===== config.mk =====
export PLATFORM = sky130hd
export DESIGN_NAME = gate_ctrl
export DESIGN_NICKNAME = d
export VERILOG_FILES = /design/src/core/gate_ctrl_pkg.sv /design/src/core/gate_ctrl.sv /design/src/core/phase_leg.sv
export VERILOG_INCLUDE_DIRS = /design/src /design/src/core
export SDC_FILE = /design/constraint.sdc
export NUM_CORES = 1
export LEC_CHECK = 0
export BUFFER_PORTS_ARGS = -buffer_cell sky130_fd_sc_hd__buf_2
export CAP_MARGIN = 20
export CORE_MARGIN = 4
export CORE_UTILIZATION = 57
export DETAILED_ROUTE_END_ITERATION = 12
export PLACE_DENSITY = 0.86
export SETUP_SLACK_MARGIN = 0.15
export SYNTH_ARGS = -nofsm -noshare
export SYNTH_HDL_FRONTEND = slang
export SYNTH_SLANG_ARGS = --single-unit

===== constraint.sdc =====
create_clock -name clk -period 3.93 [get_ports clk]
set_input_delay 0.393 -clock clk [delete_from_list [all_inputs] [get_ports clk]]
set_output_delay 0.393 -clock clk [all_outputs]
set_load 0.05 [all_outputs]

===== src/core/gate_ctrl_cfg.svh =====
`ifndef GATE_CTRL_CFG_SVH
`define GATE_CTRL_CFG_SVH
// clock period in picoseconds (200 MHz)
`define CLK_PERIOD_PS 5000
// least command pulse width, ns
`define MIN_PULSE_NS 500
`define MIN_PULSE_CYC ((`MIN_PULSE_NS * 1000 + `CLK_PERIOD_PS - 1) / `CLK_PERIOD_PS)
// least dead time between complementary commands, ns
`define DEAD_TIME_NS 1500
`define DEAD_TIME_CYC ((`DEAD_TIME_NS * 1000 + `CLK_PERIOD_PS - 1) / `CLK_PERIOD_PS)
// least shutdown pulse width on a fault line, ns
`define SHDN_PULSE_NS 6000
`define SHDN_PULSE_CYC ((`SHDN_PULSE_NS * 1000 + `CLK_PERIOD_PS - 1) / `CLK_PERIOD_PS)
// least carrier period for 20 kHz, ns
`define CARRIER_PERIOD_NS 50000
`define CARRIER_PERIOD_CYC ((`CARRIER_PERIOD_NS * 1000 + `CLK_PERIOD_PS - 1) / `CLK_PERIOD_PS)
// counter width covering every count above
`define CNT_W 14
`endif


===== src/core/gate_ctrl_pkg.sv =====
`default_nettype none
package gate_ctrl_pkg;
    // one command pair per phase
    typedef struct packed {
        logic [2:0] high_side_command;
        logic [2:0] low_side_command;
    } cmd_s;
    // open-drain view of both fault/shutdown lines
    typedef struct packed {
        logic high_side_fault_shutdown_o;
        logic high_side_fault_shutdown_oe_n;
        logic low_side_fault_shutdown_o;
        logic low_side_fault_shutdown_oe_n;
    } fault_pins_s;
    // per-phase leg states
    typedef enum logic [3:0] {
        LEG_OFF  = 4'b0001,
        LEG_HIGH = 4'b0010,
        LEG_LOW  = 4'b0100,
        LEG_DEAD = 4'b1000
    } leg_e;
    // shutdown pulse states
    typedef enum logic [2:0] {
        SD_IDLE  = 3'b001,
        SD_PULL  = 3'b010,
        SD_WAIT  = 3'b100
    } sd_e;
endpackage
`default_nettype wire


===== src/core/gate_ctrl.sv =====
`include "gate_ctrl_cfg.svh"
`default_nettype none
module gate_ctrl (
    input wire logic clk,
    input wire logic arst_n,
    // user's requested commands per phase
    input wire gate_ctrl_pkg::cmd_s req,
    // user asks for a shutdown pulse on either line (pulse)
    input wire logic shutdown_high_req,
    input wire logic shutdown_low_req,
    // user acknowledges a fault and re-enables commands (pulse)
    input wire logic fault_clear,
    // fault line levels as seen on the pins
    input wire logic high_side_fault_shutdown_i,
    input wire logic low_side_fault_shutdown_i,
    // commands to the driver
    output gate_ctrl_pkg::cmd_s cmd,
    // open-drain drive of the fault lines
    output gate_ctrl_pkg::fault_pins_s fault_pins,
    // sticky fault status and interrupt-style level
    output logic high_fault_seen,
    output logic low_fault_seen,
    output logic fault_irq
);
    import gate_ctrl_pkg::*;

    // -------------------------------------------------------------
    // state
    // -------------------------------------------------------------
    typedef struct packed {
        logic [1:0] hi_sync; // two-stage synchroniser, high line
        logic [1:0] lo_sync; // two-stage synchroniser, low line
        logic hi_seen;
        logic lo_seen;
        logic irq;
        logic [2:0] lockout; // commands held off until fault_clear
        sd_e sd_st;
        logic sd_side;       // 1 = high line, 0 = low line
        logic [`CNT_W-1:0] sd_cnt;
        fault_pins_s pins;
    } top_state_s;
    top_state_s s_r;
    top_state_s s_nxt;

    localparam logic [`CNT_W-1:0] SHDN = `CNT_W'(`SHDN_PULSE_CYC);

    logic hi_low;   // synchronised high line is low
    logic lo_low;   // synchronised low line is low
    logic force_off;
    logic [2:0] leg_hi;
    logic [2:0] leg_lo;

    // second stage only is read; first stage feeds nothing else
    assign hi_low = !s_r.hi_sync[1];
    assign lo_low = !s_r.lo_sync[1];
    // any fault, our own shutdown, or unacknowledged fault stops legs
    assign force_off = (s_r.lockout != '0) || hi_low || lo_low;

    // -------------------------------------------------------------
    // phase legs
    // -------------------------------------------------------------
    // each leg keeps dead time, and widths except under force_off, so the driver need not
    genvar g;
    generate
        for (g = 0; g < 3; g++) begin : g_leg
            phase_leg u_leg (
                .clk(clk),
                .arst_n(arst_n),
                .req_high(req.high_side_command[g]),
                .req_low(req.low_side_command[g]),
                .force_off(force_off),
                .high_cmd(leg_hi[g]),
                .low_cmd(leg_lo[g])
            );
        end
    endgenerate

    // -------------------------------------------------------------
    // fault watch and shutdown pulse
    // -------------------------------------------------------------
    always_comb begin
        s_nxt = s_r;
        s_nxt.hi_sync = {s_r.hi_sync[0], high_side_fault_shutdown_i};
        s_nxt.lo_sync = {s_r.lo_sync[0], low_side_fault_shutdown_i};
        // a line pulled low by the driver (or the limit flag wired on)
        // is a fault; our own pulse is excluded
        // sticky bits: set wins over clear
        if (fault_clear) begin
            s_nxt.hi_seen = 1'b0;
            s_nxt.lo_seen = 1'b0;
            s_nxt.irq = 1'b0;
            s_nxt.lockout = '0;
        end
        if (hi_low && !(s_r.sd_st != SD_IDLE && s_r.sd_side)) begin
            s_nxt.hi_seen = 1'b1;
            s_nxt.lockout[0] = 1'b1;
        end
        // low line is the interrupt; all commands go low at once
        if (lo_low && !(s_r.sd_st != SD_IDLE && !s_r.sd_side)) begin
            s_nxt.lo_seen = 1'b1;
            s_nxt.irq = 1'b1;
            s_nxt.lockout[1] = 1'b1;
        end
        case (s_r.sd_st)
            SD_IDLE: begin
                if (shutdown_high_req || shutdown_low_req) begin
                    s_nxt.sd_st = SD_PULL;
                    s_nxt.sd_side = shutdown_high_req;
                    s_nxt.sd_cnt = SHDN;
                    s_nxt.lockout[2] = 1'b1;
                    // enable low = drive the open-drain line low
                    if (shutdown_high_req) begin
                        s_nxt.pins.high_side_fault_shutdown_oe_n = 1'b0;
                    end else begin
                        s_nxt.pins.low_side_fault_shutdown_oe_n = 1'b0;
                    end
                end
            end
            SD_PULL: begin
                // hold low a full 6 us so the 3.3 us filter passes it
                if (s_r.sd_cnt == '0) begin
                    s_nxt.sd_st = SD_WAIT;
                    s_nxt.pins.high_side_fault_shutdown_oe_n = 1'b1;
                    s_nxt.pins.low_side_fault_shutdown_oe_n = 1'b1;
                    s_nxt.sd_cnt = `CNT_W'(3);
                end else begin
                    s_nxt.sd_cnt = s_r.sd_cnt - `CNT_W'(1);
                end
            end
            SD_WAIT: begin
                // let the pulled-up line recover through the synchroniser
                if (s_r.sd_cnt == '0) begin
                    s_nxt.sd_st = SD_IDLE;
                end else begin
                    s_nxt.sd_cnt = s_r.sd_cnt - `CNT_W'(1);
                end
            end
            default: begin
                s_nxt.sd_st = SD_IDLE;
            end
        endcase
    end

    // state register; pins start released
    always_ff @(posedge clk or negedge arst_n) begin
        if (!arst_n) begin
            s_r <= '{hi_sync: 2'b11, lo_sync: 2'b11, hi_seen: 1'b0,
                     lo_seen: 1'b0, irq: 1'b0, lockout: 3'b000,
                     sd_st: SD_IDLE, sd_side: 1'b0, sd_cnt: '0,
                     pins: '{1'b0, 1'b1, 1'b0, 1'b1}};
        end else begin
            s_r <= s_nxt;
        end
    end

    // leg outputs are already registered; commands never tri-state
    assign cmd.high_side_command = leg_hi;
    assign cmd.low_side_command = leg_lo;
    assign fault_pins = s_r.pins;
    assign high_fault_seen = s_r.hi_seen;
    assign low_fault_seen = s_r.lo_seen;
    assign fault_irq = s_r.irq;
endmodule
`default_nettype wire


===== src/core/phase_leg.sv =====
`include "gate_ctrl_cfg.svh"
`default_nettype none
// one inverter leg: enforces pulse width (not under force_off) and dead time on its command pair
module phase_leg (
    input wire logic clk,
    input wire logic arst_n,
    input wire logic req_high,
    input wire logic req_low,
    input wire logic force_off,
    output logic high_cmd,
    output logic low_cmd
);
    import gate_ctrl_pkg::*;
    typedef struct packed {
        leg_e st;
        logic [`CNT_W-1:0] cnt;
        logic hi;
        logic lo;
    } leg_state_s;
    leg_state_s s_r;
    leg_state_s s_nxt;

    localparam logic [`CNT_W-1:0] PULSE = `CNT_W'(`MIN_PULSE_CYC);
    localparam logic [`CNT_W-1:0] DEAD = `CNT_W'(`DEAD_TIME_CYC);

    // -------------------------------------------------------------
    // leg sequencing
    // -------------------------------------------------------------
    // HIGH and LOW last at least PULSE unless force_off, DEAD at least as long, so every level is wide enough
    always_comb begin
        s_nxt = s_r;
        if (s_r.cnt != '0) begin
            s_nxt.cnt = s_r.cnt - `CNT_W'(1);
        end
        case (s_r.st)
            LEG_OFF: begin
                // both low; may enter either side once settled
                if (s_r.cnt == '0 && !force_off) begin
                    if (req_high) begin
                        s_nxt.st = LEG_HIGH;
                        s_nxt.hi = 1'b1;
                        s_nxt.cnt = PULSE;
                    end else if (req_low) begin
                        s_nxt.st = LEG_LOW;
                        s_nxt.lo = 1'b1;
                        s_nxt.cnt = PULSE;
                    end
                end
            end
            LEG_HIGH, LEG_LOW: begin
                // force_off skips the width wait: safety over shape
                if (force_off || (s_r.cnt == '0 &&
                    ((s_r.st == LEG_HIGH) ? !req_high : !req_low))) begin
                    s_nxt.st = LEG_DEAD;
                    s_nxt.hi = 1'b0;
                    s_nxt.lo = 1'b0;
                    s_nxt.cnt = (DEAD > PULSE) ? DEAD : PULSE;
                end
            end
            LEG_DEAD: begin
                // device adds no dead time, so we hold both low here
                if (s_r.cnt == '0) begin
                    s_nxt.st = LEG_OFF;
                end
            end
            default: begin
                s_nxt.st = LEG_OFF;
                s_nxt.hi = 1'b0;
                s_nxt.lo = 1'b0;
                s_nxt.cnt = '0;
            end
        endcase
    end

    // state register
    always_ff @(posedge clk or negedge arst_n) begin
        if (!arst_n) begin
            s_r <= '{st: LEG_OFF, cnt: '0, hi: 1'b0, lo: 1'b0};
        end else begin
            s_r <= s_nxt;
        end
    end

    // outputs straight from flip-flops, always driven
    assign high_cmd = s_r.hi;
    assign low_cmd = s_r.lo;
endmodule
`default_nettype wire

==> reports/qor.csv, run 1 <==
stage,metric,value,unit
outcome,status,completed,
power,Gate power share,43.2,%
critical_path,CP Launch Point,g_leg[0].u_leg.s_r[2],
logic_synthesis,Syn. warnings,0,
critical_path,Setup CP Type,reg2reg,
floorplan,Initial Utilization,59.43,%
detailed_routing,DRC violation count after routing,0,
critical_path,slowest CP cell,nor4b_1,
clocking,cts-stage hold buffer count,0,
power,peak supply drop,0.4222,mV
critical_path,number of cells on the worst reg-to-reg path,7,
detailed_routing,Via Count,4062,
logic_synthesis,top cell type's share of synthesized area,39.07,%
clocking,insertion delay of the later-clocked pin in the worst-skew pair,0.36,ns
global_routing,global-route usage over all layers,21.88,%
logic_synthesis,synthesized cell area,4932,um2
min_path,type of the worst min-delay path,in2async,
logic_synthesis,largest cells by area after synthesis,"dfrtp_1 39%, dfstp_2 5.3%, nor2_1 5.1%",
floorplan,Core Area,8299,um2
global_routing,antenna violations before repair,0,
critical_path,crit path cell chain,inv_1 -> ha_1 -> nor4b_1 -> and4_1 -> a211oi_2 -> nor3b_2 -> a211oi_1,
final_layout,ratio of cells with drive above 1 in the final layout,14.86,%
timing,headroom to the max-slew limit,30.78,%
clocking,Clock Root Buffer,clkbuf_8,
timing,tightest hold margin,0.09845,ns
clocking,setup repair bufs after CTS,0,
timing,worst clock skew on the final layout,0.01162,ns
logic_synthesis,total of flip-flops plus latches after synthesis,87,
floorplan,number of core rows,33,
final_layout,"commonest non-fill, non-tap cells in the layout","77 x dfrtp_1, 67 x nor2_1, 37 x nand2_1",
final_layout,number of fill cells in the layout,652,
floorplan,Die Outline Area,10210,um2
critical_path,crit path capture type,flop,
placed_design,number of port buffers,23,
placed_design,pre-CTS setup slack,1.121,ns
logic_synthesis,unique cell type count in the Yosys netlist,61,
logic_synthesis,synthesized netlist cell count,530,
global_routing,wire length of the first global-routing pass,18150,um
timing,number of failing hold endpoints at the final stage,0,
floorplan,die span in y,101.0,um
timing,final setup violation count,0,
flow_run,number of max-cap violations,0,
power,Pint,2.215,mW
clocking,number of sinks on the clock net,87,
timing,unrepaired setup endpoints after global routing,no,
power,net switching power,1.670,mW
floorplan,count of boundary I/O pins,26,
critical_path,delay of the slowest cell on the worst path,0.61,ns
critical_path,required arrival time at the worst endpoint,4.14,ns
global_routing,GRT Residual Overflow,0,
placed_design,final RePlAce weighted congestion,0.9351,
detailed_routing,ANT nets after route,0,
critical_path,worst endpoint data arrival time,3.07,ns
logic_synthesis,number of flops mapped to enable cells by yosys,0,
critical_path,CP Launch Type,flop,
timing,accumulated negative setup slack,0,ns
detailed_routing,first-iteration detailed-routing DRC count,270,
global_routing,via count of the first global-routing pass,4006,
timing,final critical-path setup slack,1.072,ns
critical_path,CP Max Fanout,11,
timing,share of the clock period used by the worst path after layout,72.72,%
power,clock share of power,17.1,%
timing,final max-slew violation count,0,
detailed_routing,overall routed net length,10550,um
clocking,number of buffers inserted during clock tree synthesis,9,
detailed_routing,via density per instance,6.183,
global_routing,maximum number of pins on one net before global-route repair,63,
logic_synthesis,mean cell area of the mapped netlist,9.306,um2
final_layout,most frequent standard cell in the layout excluding fill and tap cells,dfrtp_1,
placed_design,post-detailed-placement half-perimeter wirelength,7593,um
timing,transition time at the pin with the least slew margin,1.024,ns
timing,final critical-path required period,2.858,ns
logic_synthesis,cell type with the highest aggregate area in the netlist,dfrtp_1,
power,LEAKAGE,2.262,nW
clocking,CTS tree,built,
power,sequential cell fraction of total power,39.8,%
final_layout,area added between synthesis and finish,7.509,%
critical_path,origin of the critical flop-to-flop path,g_leg[0].u_leg.s_r[2],
detailed_routing,number of iterations in the first detailed-routing pass,4,
logic_synthesis,post-synthesis sequential area ratio,44.39,%
detailed_routing,routed len/inst,16.06,um
clocking,level count of the clock H-tree,3,
timing,maximum clock frequency,349.9,MHz
logic_synthesis,Post-synth ARST share,100.0,%
power,PD cells,732.6,nW/um2
floorplan,die width,101.0,um
clocking,clock-pin slew of the registers on the worst-case setup and hold paths,0.09,ns
logic_synthesis,Synth Flop Type,dfrtp_1,
clocking,number of buffers on the longest clock path,2,
final_layout,layout net count,567,
clocking,post-cts repair resize count,0,
final_layout,number of diodes added for antenna fixing,0,
power,Sw Share,42.99,%
power,Pwr Total,3.885,mW
## synth_stat cells, types with 4 or more instances
cell      instances
a21o_1            4
a21oi_1          16
a22o_1           10
buf_4            12
clkbuf_1          8
dfrtp_1          77
dfstp_2          10
ha_1              7
inv_1            19
mux2i_1           5
nand2_1          37
nand2b_1          8
nand3_1          13
nand4_1           6
nor2_1           67
nor3_1           35
nor4_1           11
nor4b_1          12
o21ai_0          36
o31ai_1           9
or2_2             8
or3_1            11
or4_1             4
or4b_2            4
xnor2_1          18
xor2_1           13
## power groups by stage
stage	clock (mW)	combinational, mW	sequential [mW]
final	0.663	1.68	1.54
after global routing	0.721	1.87	1.59
after CTS	0.688	1.67	1.54
after detailed placement	0	1.66	1.55
after global placement	0	1.59	1.53
after floorplan	0	1.33	1.49
## stage by stage
stage | area, um2 | util, % | std cells
2_1_floorplan | 4936 | - | 531
4_1_cts | 5303 | 63.89 | 657
6_report | 5303 | 63.89 | 657
3_3_place_gp | 5086 | 61.28 | 641
5_1_grt | 5303 | 63.89 | 657
3_5_place_dp | 5086 | 61.28 | 641
## cell families after synthesis
logic type | after synthesis | synth area share (%)
buf+inv | 41 | 4.059
flops | 87 | 44.39
other cells | 1 | 0.07603
mux | 5 | 1.015
xor+xnor | 31 | 5.505
fa+ha+maj | 7 | 1.776
compound gates | 113 | 15.55
simple gates | 245 | 27.63
## area by class of cell
class                      instances  area [um2]  area share (%)
multi-input combinational        403        2546           48.02
clock buffer                      11       151.4           2.855
sequential                        87        2190           41.29
clock inverter                     5       65.06           1.227
tap                              105       131.4           2.478
timing repair buffer              27       147.6           2.784
inverter                          19       71.32           1.345
## critical path, delay by kind of cell, from the launching register on
kind | cells | cell delay [ns]
flops | 1 | 0.41
compound gates | 2 | 0.32
simple gates | 3 | 1.72
fa+ha+maj | 1 | 0.18
buf+inv | 1 | 0.09
## state kept, by name, indices dropped and copies added (netlist names)
name,flops
fault_irq,1
fault_pins,2
high_fault_seen,1
s_r,21
g_leg.u_leg.high_cmd,3
g_leg.u_leg.s_r,54
s_nxt,2
g_leg.u_leg.low_cmd,3
## layer usage
layer  part of all wire, %  global-route usage, %
met5                     0                      0
met4                   1.6                  7.055
met3                   5.3                  5.121
met2                    48                  35.29
met1                    45                  29.26
## final timing paths
kind,end,slack (ns)
min in group clk,s_nxt[29],0.12
max,g_leg[0].u_leg.s_r[3],1.07
min reg2reg,s_r[29],0.36
max reg2reg,g_leg[0].u_leg.s_r[3],1.07
max in group asynchronous,s_r[31],2.93
min,g_leg[0].u_leg.s_r[11],0.1
Note: power is estimated with default switching activity, not from simulation.
==> run 2: changes to the inputs <==
Clock period 3.93 ns to 2.77 ns, I/O delays scaled along.
==> run 2 against run 1 <==
  * Sequential share of layout area fell by 1.2 points
  * Worst hold slack improved by 0.038 ns
  * Cell count rose by 2.7%
  * Sequential power rose by 43%
  * Die area did not move
  * Register-to-register slack got worse by 0.81 ns
  * Worst setup slack got worse by 0.81 ns
  * Cell area rose by 3.1%
  * First-iteration DRC count fell by 11%
  * Critical path depth did not move
  * Non-clock buffer count rose by 18
==> reports/qor.csv, run 2 (synthesis gave the netlist of run 1 again) <==
stage,metric,value,unit,change
timing,final critical-path required period,2.505,ns,-0.3527 ns
timing,final max-slew violation count,0,,unchanged
critical_path,delay of the slowest cell on the worst path,0.67,ns,+0.06 ns
critical_path,slowest CP cell,or4b_2,,
critical_path,number of cells on the critical path,7,,unchanged
final_layout,register name with the most flops,g_leg.u_leg.s_r,,
detailed_routing,via density per instance,6.147,,-0.58%
power,net switching power,2.420,mW,+45%
timing,number of failing hold endpoints at the final stage,0,,unchanged
power,Sw Share,42.74,%,-0.25 points
power,Pwr Total,5.661,mW,+46%
final_layout,final standard cell area without fillers,5468,um2,+3.1%
critical_path,number of cells on the worst reg-to-reg path,7,,unchanged
timing,tightest hold margin,0.1362,ns,+0.03779 ns
timing,worst clock skew on the final layout,0.01341,ns,+0.001790 ns
timing,headroom to the max-slew limit,57.03,%,+26 points
final_layout,area added between synthesis and finish,10.86,%,
timing,share of the clock period used by the worst path after layout,90.45,%,+18 points
floorplan,count of boundary I/O pins,26,,unchanged
clocking,number of buffers on the longest clock path,2,,unchanged
min_path,Hold Path End,fault_irq,,
placed_design,pre-CTS setup slack,0.1494,ns,-0.9716 ns
floorplan,Initial Utilization,59.43,%,unchanged
timing,maximum clock frequency,399.1,MHz,+14%
detailed_routing,overall routed net length,11100,um,+5.2%
global_routing,antenna violations before repair,0,,unchanged
final_layout,largest registers,"g_leg.u_leg.s_r (54), s_r (21)",,
clocking,CTS tree,built,,
clocking,number of sinks on the clock net,87,,unchanged
min_path,Hold Crit Depth,2,,
global_routing,wire length of the first global-routing pass,18840,um,+3.8%
placed_design,area after detailed placement,5184,um2,+1.9%
power,peak supply drop,0.6076,mV,+44%
final_layout,sequential cell area,2190,um2,unchanged
final_layout,layout net count,585,,+3.2%
final_layout,multi-input logic area,2579,um2,+1.3%
timing,transition time at the pin with the least slew margin,0.6283,ns,-0.3955 ns
power,sequential cell fraction of total power,38.9,%,-0.9 points
critical_path,"CP delay by family, top",simple AND/OR/NAND/NOR gates,,
power,Gate power share,44.8,%,+1.6 points
critical_path,crit path capture type,flop,,
timing,unrepaired setup endpoints after global routing,yes,,
floorplan,die width,101.0,um,unchanged
floorplan,number of core rows,33,,unchanged
clocking,clock-pin slew of the registers on the worst-case setup and hold paths,0.09,ns,about the same
critical_path,number of buffers and inverters on the critical path,2,,+1
clocking,insertion delay of the later-clocked pin in the worst-skew pair,0.36,ns,about the same
critical_path,Setup CP Type,reg2reg,,
critical_path,required arrival time at the worst endpoint,3.02,ns,-1.12 ns
detailed_routing,Via Count,4149,,+2.1%
placed_design,post-detailed-placement half-perimeter wirelength,7880,um,+3.8%
clocking,number of buffers inserted during clock tree synthesis,9,,unchanged
detailed_routing,DRC violation count after routing,0,,unchanged
final_layout,max reg flops,54,,unchanged
floorplan,Die Outline Area,10210,um2,unchanged
critical_path,reg-to-reg setup timing slack,0.26,ns,-0.81 ns
global_routing,via count of the first global-routing pass,4048,,+1.0%
critical_path,crit path cell chain,inv_1 -> ha_1 -> or4b_2 -> o41ai_2 -> nor3b_4 -> buf_4 -> nor3_1,,
final_layout,ratio of cells with drive above 1 in the final layout,17.37,%,+2.5 points
critical_path,origin of the critical flop-to-flop path,g_leg[0].u_leg.s_r[2],,
critical_path,worst endpoint data arrival time,2.75,ns,-0.32 ns
detailed_routing,routed len/inst,16.44,um,+2.4%
timing,final critical-path setup slack,0.2646,ns,-0.8073 ns
detailed_routing,first-iteration detailed-routing DRC count,239,,-11%
critical_path,CP Max Fanout,8,,-3
power,LEAKAGE,2.348,nW,+3.8%
floorplan,die span in y,101.0,um,unchanged
global_routing,maximum number of pins on one net before global-route repair,48,,-24%
outcome,status,completed,,
critical_path,capture point of the worst reg-to-reg path,g_leg[0].u_leg.s_r[2],,
timing,final setup violation count,0,,unchanged
final_layout,most frequent standard cell in the layout excluding fill and tap cells,dfrtp_1,,
detailed_routing,ANT nets after route,0,,unchanged
power,Pint,3.242,mW,+46%
critical_path,CP Launch Type,flop,,
placed_design,number of port buffers,23,,unchanged
final_layout,"commonest non-fill, non-tap cells in the layout","77 x dfrtp_1, 65 x nor2_1, 37 x nand2_1",,
floorplan,Core Area,8299,um2,unchanged
detailed_routing,number of iterations in the first detailed-routing pass,6,,+2
power,PD cells,1035,nW/um2,+41%
global_routing,GRT Residual Overflow,0,,unchanged
power,clock share of power,16.3,%,-0.8 points
min_path,Hold Crit Start,fault_clear,,
flow_run,number of max-cap violations,0,,unchanged
final_layout,number of diodes added for antenna fixing,0,,unchanged
placed_design,final RePlAce weighted congestion,0.9514,,+1.7%
clocking,level count of the clock H-tree,3,,unchanged
clocking,Clock Root Buffer,clkbuf_8,,
min_path,type of the worst min-delay path,in2reg,,
timing,accumulated negative setup slack,0,ns,unchanged
final_layout,number of fill cells in the layout,632,,-3.1%
global_routing,global-route usage over all layers,22.84,%,+0.96 points
## run 2: cell types whose count changed in the layout (fill, tap and decap cells not counted), sizes merged
cell         previous run  this run
clkinvlp                2         1
buf                    27        42
dlygate4sd3             0         3
clkbuf                 11        12
## run 2: worst max-delay path by stage
stage                             endpoint                  start  slack (ns)
floorplan           g_leg[0].u_leg.s_r[15]              fault_irq        0.37
global placement     g_leg[0].u_leg.s_r[2]  g_leg[0].u_leg.s_r[2]        0.26
detailed placement   g_leg[0].u_leg.s_r[2]  g_leg[0].u_leg.s_r[2]        0.15
CTS                  g_leg[1].u_leg.s_r[3]  g_leg[1].u_leg.s_r[2]        0.17
global route        g_leg[2].u_leg.s_r[14]                s_r[31]        0.11
finish               g_leg[0].u_leg.s_r[2]  g_leg[0].u_leg.s_r[2]        0.26
## run 2: power groups by stage
stage	Sequential, mW	Combinational [mW]	Clock, mW
floorplan	2.11	1.89	0
detailed placement	2.21	2.43	0
CTS	2.19	2.47	0.937
global placement	2.17	2.33	0
global route	2.27	2.81	0.995
finish	2.20	2.54	0.923
## run 2: cell type report
class | instances | share of cell area [%]
clock buffers | 12 | 2.838
repair buffers | 45 | 5.309
well taps | 105 | 2.403
inverters | 19 | 1.304
flip-flops and latches | 87 | 40.05
multi-input cells | 403 | 47.16
clock inverters | 4 | 0.9382
## run 2: repair_timing
action                                 CTS  global route
setup endpoints to repair                8            25
gates resized for setup                  2             4
endpoints found under the hold margin   41             0
setup buffers                            0             2
pin swaps                                0             2
hold buffers                             3             0
gates cloned                             0             0
## run 2: layer usage
metal  share of wire [%]  up-vias  global-route usage, %
met2                  50      134                  37.42
met4                 1.2        0                  6.646
met1                  44     2006                  30.37
li1                    -     1996                      -
met5                   0        -                      0
met3                 5.3       13                  5.260
## run 2: through the flow
step | util [%] | cells
6_report | 65.88 | 675
5_1_grt | 65.88 | 675
4_1_cts | 65.48 | 673
3_5_place_dp | 62.46 | 654
3_3_place_gp | 62.46 | 654
2_1_floorplan | - | 531
==> run 3: changes to the inputs <==
Settings changed: ABC_AREA from default to 1.
==> run 3 against run 2 <==
  * First-iteration DRC count grew 40%
  * Count of clock-buffer cells in the layout shrank 3
  * Synthesized cell count up 52%
  * Worst setup slack improved by 0.44 ns
  * Worst hold slack worse by 0.11 ns
  * Critical path depth increased by 4
  * Cell area is 12% higher
==> reports/qor.csv, run 3 <==
stage,metric,value,unit,change
outcome,status,completed,,
power,peak supply drop,0.3969,mV,-35%
placed_design,final RePlAce weighted congestion,0.9318,,-2.1%
critical_path,Setup CP Type,reg2reg,,
timing,final setup violation count,0,,unchanged
logic_synthesis,mean cell area of the mapped netlist,7.064,um2,-24%
global_routing,GRT Residual Overflow,0,,unchanged
critical_path,CP Launch Type,flop,,
global_routing,maximum number of pins on one net before global-route repair,88,,+83%
global_routing,wire length of the first global-routing pass,21390,um,+14%
critical_path,origin of the critical flop-to-flop path,g_leg[0].u_leg.s_r[2],,
min_path,type of the worst min-delay path,in2reg,,
detailed_routing,DR WL met3,664,um,+13%
logic_synthesis,Syn. warnings,0,,unchanged
detailed_routing,number of iterations in the first detailed-routing pass,5,,-1
detailed_routing,DRC violation count after routing,0,,unchanged
clocking,Clock Root Buffer,clkbuf_8,,
placed_design,post-detailed-placement half-perimeter wirelength,9084,um,+15%
timing,final critical-path setup slack,0.7088,ns,+0.4441 ns
critical_path,worst endpoint data arrival time,2.32,ns,-0.43 ns
final_layout,area added between synthesis and finish,7.667,%,
critical_path,slowest CP cell,dfrtp_1,,
critical_path,"CP delay by family, top",simple AND/OR/NAND/NOR gates,,
detailed_routing,overall routed net length,12340,um,+11%
floorplan,die span in y,107.8,um,+6.7%
logic_synthesis,synthesized cell area,5679,um2,+15%
logic_synthesis,Synth Flop Type,dfrtp_1,,
critical_path,CP Launch Point,g_leg[0].u_leg.s_r[2],,
clocking,cts-stage hold buffer count,1,,-2
timing,share of the clock period used by the worst path after layout,74.41,%,-16 points
timing,final critical-path required period,2.061,ns,-0.4441 ns
floorplan,Die Outline Area,11620,um2,+14%
timing,tightest hold margin,0.02960,ns,-0.1066 ns
detailed_routing,M1 WL,5649,um,+16%
logic_synthesis,largest cells by area after synthesis,"dfrtp_1 34%, nand2_1 16%, nand3_1 8.5%",,
detailed_routing,ANT nets after route,0,,unchanged
power,LEAKAGE,3.005,nW,+28%
final_layout,register name with the most flops,g_leg.u_leg.s_r,,
timing,number of failing hold endpoints at the final stage,0,,unchanged
critical_path,required arrival time at the worst endpoint,3.03,ns,about the same
clocking,post-cts repair resize count,0,,-2
timing,maximum clock frequency,485.2,MHz,+22%
floorplan,Initial Utilization,58.37,%,-1.1 points
clocking,level count of the clock H-tree,3,,unchanged
logic_synthesis,cell type with the highest aggregate area in the netlist,dfrtp_1,,
logic_synthesis,most common cell in the netlist,nand2_1,,
detailed_routing,Via Count,5104,,+23%
critical_path,delay of the slowest cell on the worst path,0.40,ns,-0.27 ns
power,PD cells,624.4,nW/um2,-40%
power,Pwr Total,3.818,mW,-33%
critical_path,crit path capture type,flop,,
clocking,CTS tree,built,,
floorplan,Core Area,9729,um2,+17%
clocking,clock-pin slew of the registers on the worst-case setup and hold paths,0.09,ns,about the same
logic_synthesis,number of flops mapped to enable cells by yosys,0,,unchanged
critical_path,CP Max Fanout,12,,+4
detailed_routing,Highest Signal Layer,met4,,
global_routing,antenna violations before repair,0,,unchanged
clocking,insertion delay of the later-clocked pin in the worst-skew pair,0.37,ns,about the same
final_layout,multi-input logic area,3038,um2,+18%
global_routing,global-route usage over all layers,22.50,%,-0.34 points
final_layout,max reg flops,54,,unchanged
final_layout,share of the core filled with cells in the final layout,62.85,%,-3.0 points
final_layout,"commonest non-fill, non-tap cells in the layout","248 x nand2_1, 97 x nand3_1, 96 x nor2_1",,
placed_design,number of port buffers,23,,unchanged
logic_synthesis,top cell type's share of synthesized area,33.93,%,-5.1 points
flow_run,number of max-cap violations,0,,unchanged
floorplan,die width,107.8,um,+6.7%
final_layout,number of fill cells in the layout,859,,+36%
global_routing,via count of the first global-routing pass,4871,,+20%
timing,final max-slew violation count,0,,unchanged
min_path,Hold Crit Start,low_side_fault_shutdown_i,,
final_layout,most frequent standard cell in the layout excluding fill and tap cells,nand2_1,,
clocking,number of buffers on the longest clock path,2,,unchanged
clocking,number of buffers inserted during clock tree synthesis,9,,unchanged
logic_synthesis,Post-synth ARST share,100.0,%,unchanged
final_layout,ratio of cells with drive above 1 in the final layout,14.66,%,-2.7 points
timing,worst clock skew on the final layout,0.01853,ns,+0.005127 ns
timing,unrepaired setup endpoints after global routing,no,,
floorplan,count of boundary I/O pins,26,,unchanged
detailed_routing,routed len/inst,12.79,um,-22%
final_layout,number of diodes added for antenna fixing,0,,unchanged
clocking,setup repair bufs after CTS,0,,unchanged
critical_path,number of buffers and inverters on the critical path,3,,+1
floorplan,number of core rows,36,,+9.1%
final_layout,sequential cell area,2190,um2,unchanged
logic_synthesis,synthesized netlist cell count,804,,+52%
clocking,number of sinks on the clock net,87,,unchanged
timing,accumulated negative setup slack,0,ns,unchanged
detailed_routing,first-iteration detailed-routing DRC count,335,,+40%
logic_synthesis,post-synthesis sequential area ratio,38.55,%,-5.8 points
logic_synthesis,commonest cells in the netlist,"248 x nand2_1, 97 x nand3_1, 96 x nor2_1",,
logic_synthesis,total of flip-flops plus latches after synthesis,87,,unchanged
logic_synthesis,unique cell type count in the Yosys netlist,38,,-38%
final_layout,layout net count,847,,+45%
critical_path,crit path cell chain,inv_1 -> ha_1 -> nand2_1 -> nor2_4 -> nand2_2 -> clkinv_2 -> nand2_2 -> nand3_2 -> nand3_2 -> inv_2 -> nor2_1,,
detailed_routing,amount of wire on met2 after detailed routing,5819,um,+5.4%
placed_design,pre-CTS setup slack,0.7259,ns,+0.5765 ns
detailed_routing,via density per instance,5.289,,-14%
final_layout,largest registers,"g_leg.u_leg.s_r (54), s_r (21)",,
run 3: cell type report:
type / count / share of cell area, %
Multi-Input combinational cell: 612 / 49.68
Sequential cell: 87 / 35.81
Inverter: 90 / 5.545
Tap cell: 133 / 2.722
Timing Repair Buffer: 27 / 2.660
Clock buffer: 9 / 2.026
Clock inverter: 7 / 1.555
run 3: layer usage:
metal  vias to the layer above  global-route usage (%)
met5                         -                       0
met3                        23                   3.839
met4                         0                   7.394
li1                       2587                       -
met2                       134                   36.77
met1                      2360                   30.42
run 3: logic make-up (layout without fill, tap and decap cells):
group | count (synthesis) | in the layout | share of synthesized area (%)
AOI/OAI and AO/OA | 55 | 55 | 5.662
DFF | 87 | 87 | 38.55
xor gates and xnor gates | 27 | 27 | 4.164
and+or+nand+nor | 521 | 521 | 41.99
other | 1 | 2 | 0.06603
adders and majority gates | 7 | 7 | 1.542
buffers and inverters | 106 | 133 | 8.019
run 3: per-stage QoR:
step | std cells | instance area (um2)
floorplan | 805 | 5683
global placement | 948 | 5886
detailed placement | 948 | 5886
CTS | 965 | 6115
global route | 965 | 6115
finish | 965 | 6115
run 3: path summary, 6_finish.rpt:
| check | to | slack (ns) | cells past startpoint |
|---|---|---|---|
| worst max register to register | g_leg[0].u_leg.s_r[6] | 0.71 | 11 |
| worst max-delay path | g_leg[0].u_leg.s_r[6] | 0.71 | 11 |
| worst min register to register | s_r[31] | 0.36 | 0 |
| worst min-delay path | s_nxt[29] | 0.03 | 1 |
| max in group asynchronous | g_leg[0].u_leg.s_r[16] | 1.91 | 3 |
| min in group asynchronous | s_r[4] | 0.46 | 3 |
run 3: worst reg2reg max path, cell delays in order, from the launching register on:
cell	delay [ns]
dfrtp_1	0.40
inv_1	0.12
ha_1	0.24
nand2_1	0.13
nor2_4	0.19
nand2_2	0.19
clkinv_2	0.16
nand2_2	0.08
nand3_2	0.12
nand3_2	0.13
inv_2	0.14
nor2_1	0.06
run 3: power breakdown:
part | internal, mW | switching (mW)
Combinational | 0.376 | 0.897
Sequential | 1.42 | 0.117
Clock | 0.510 | 0.493
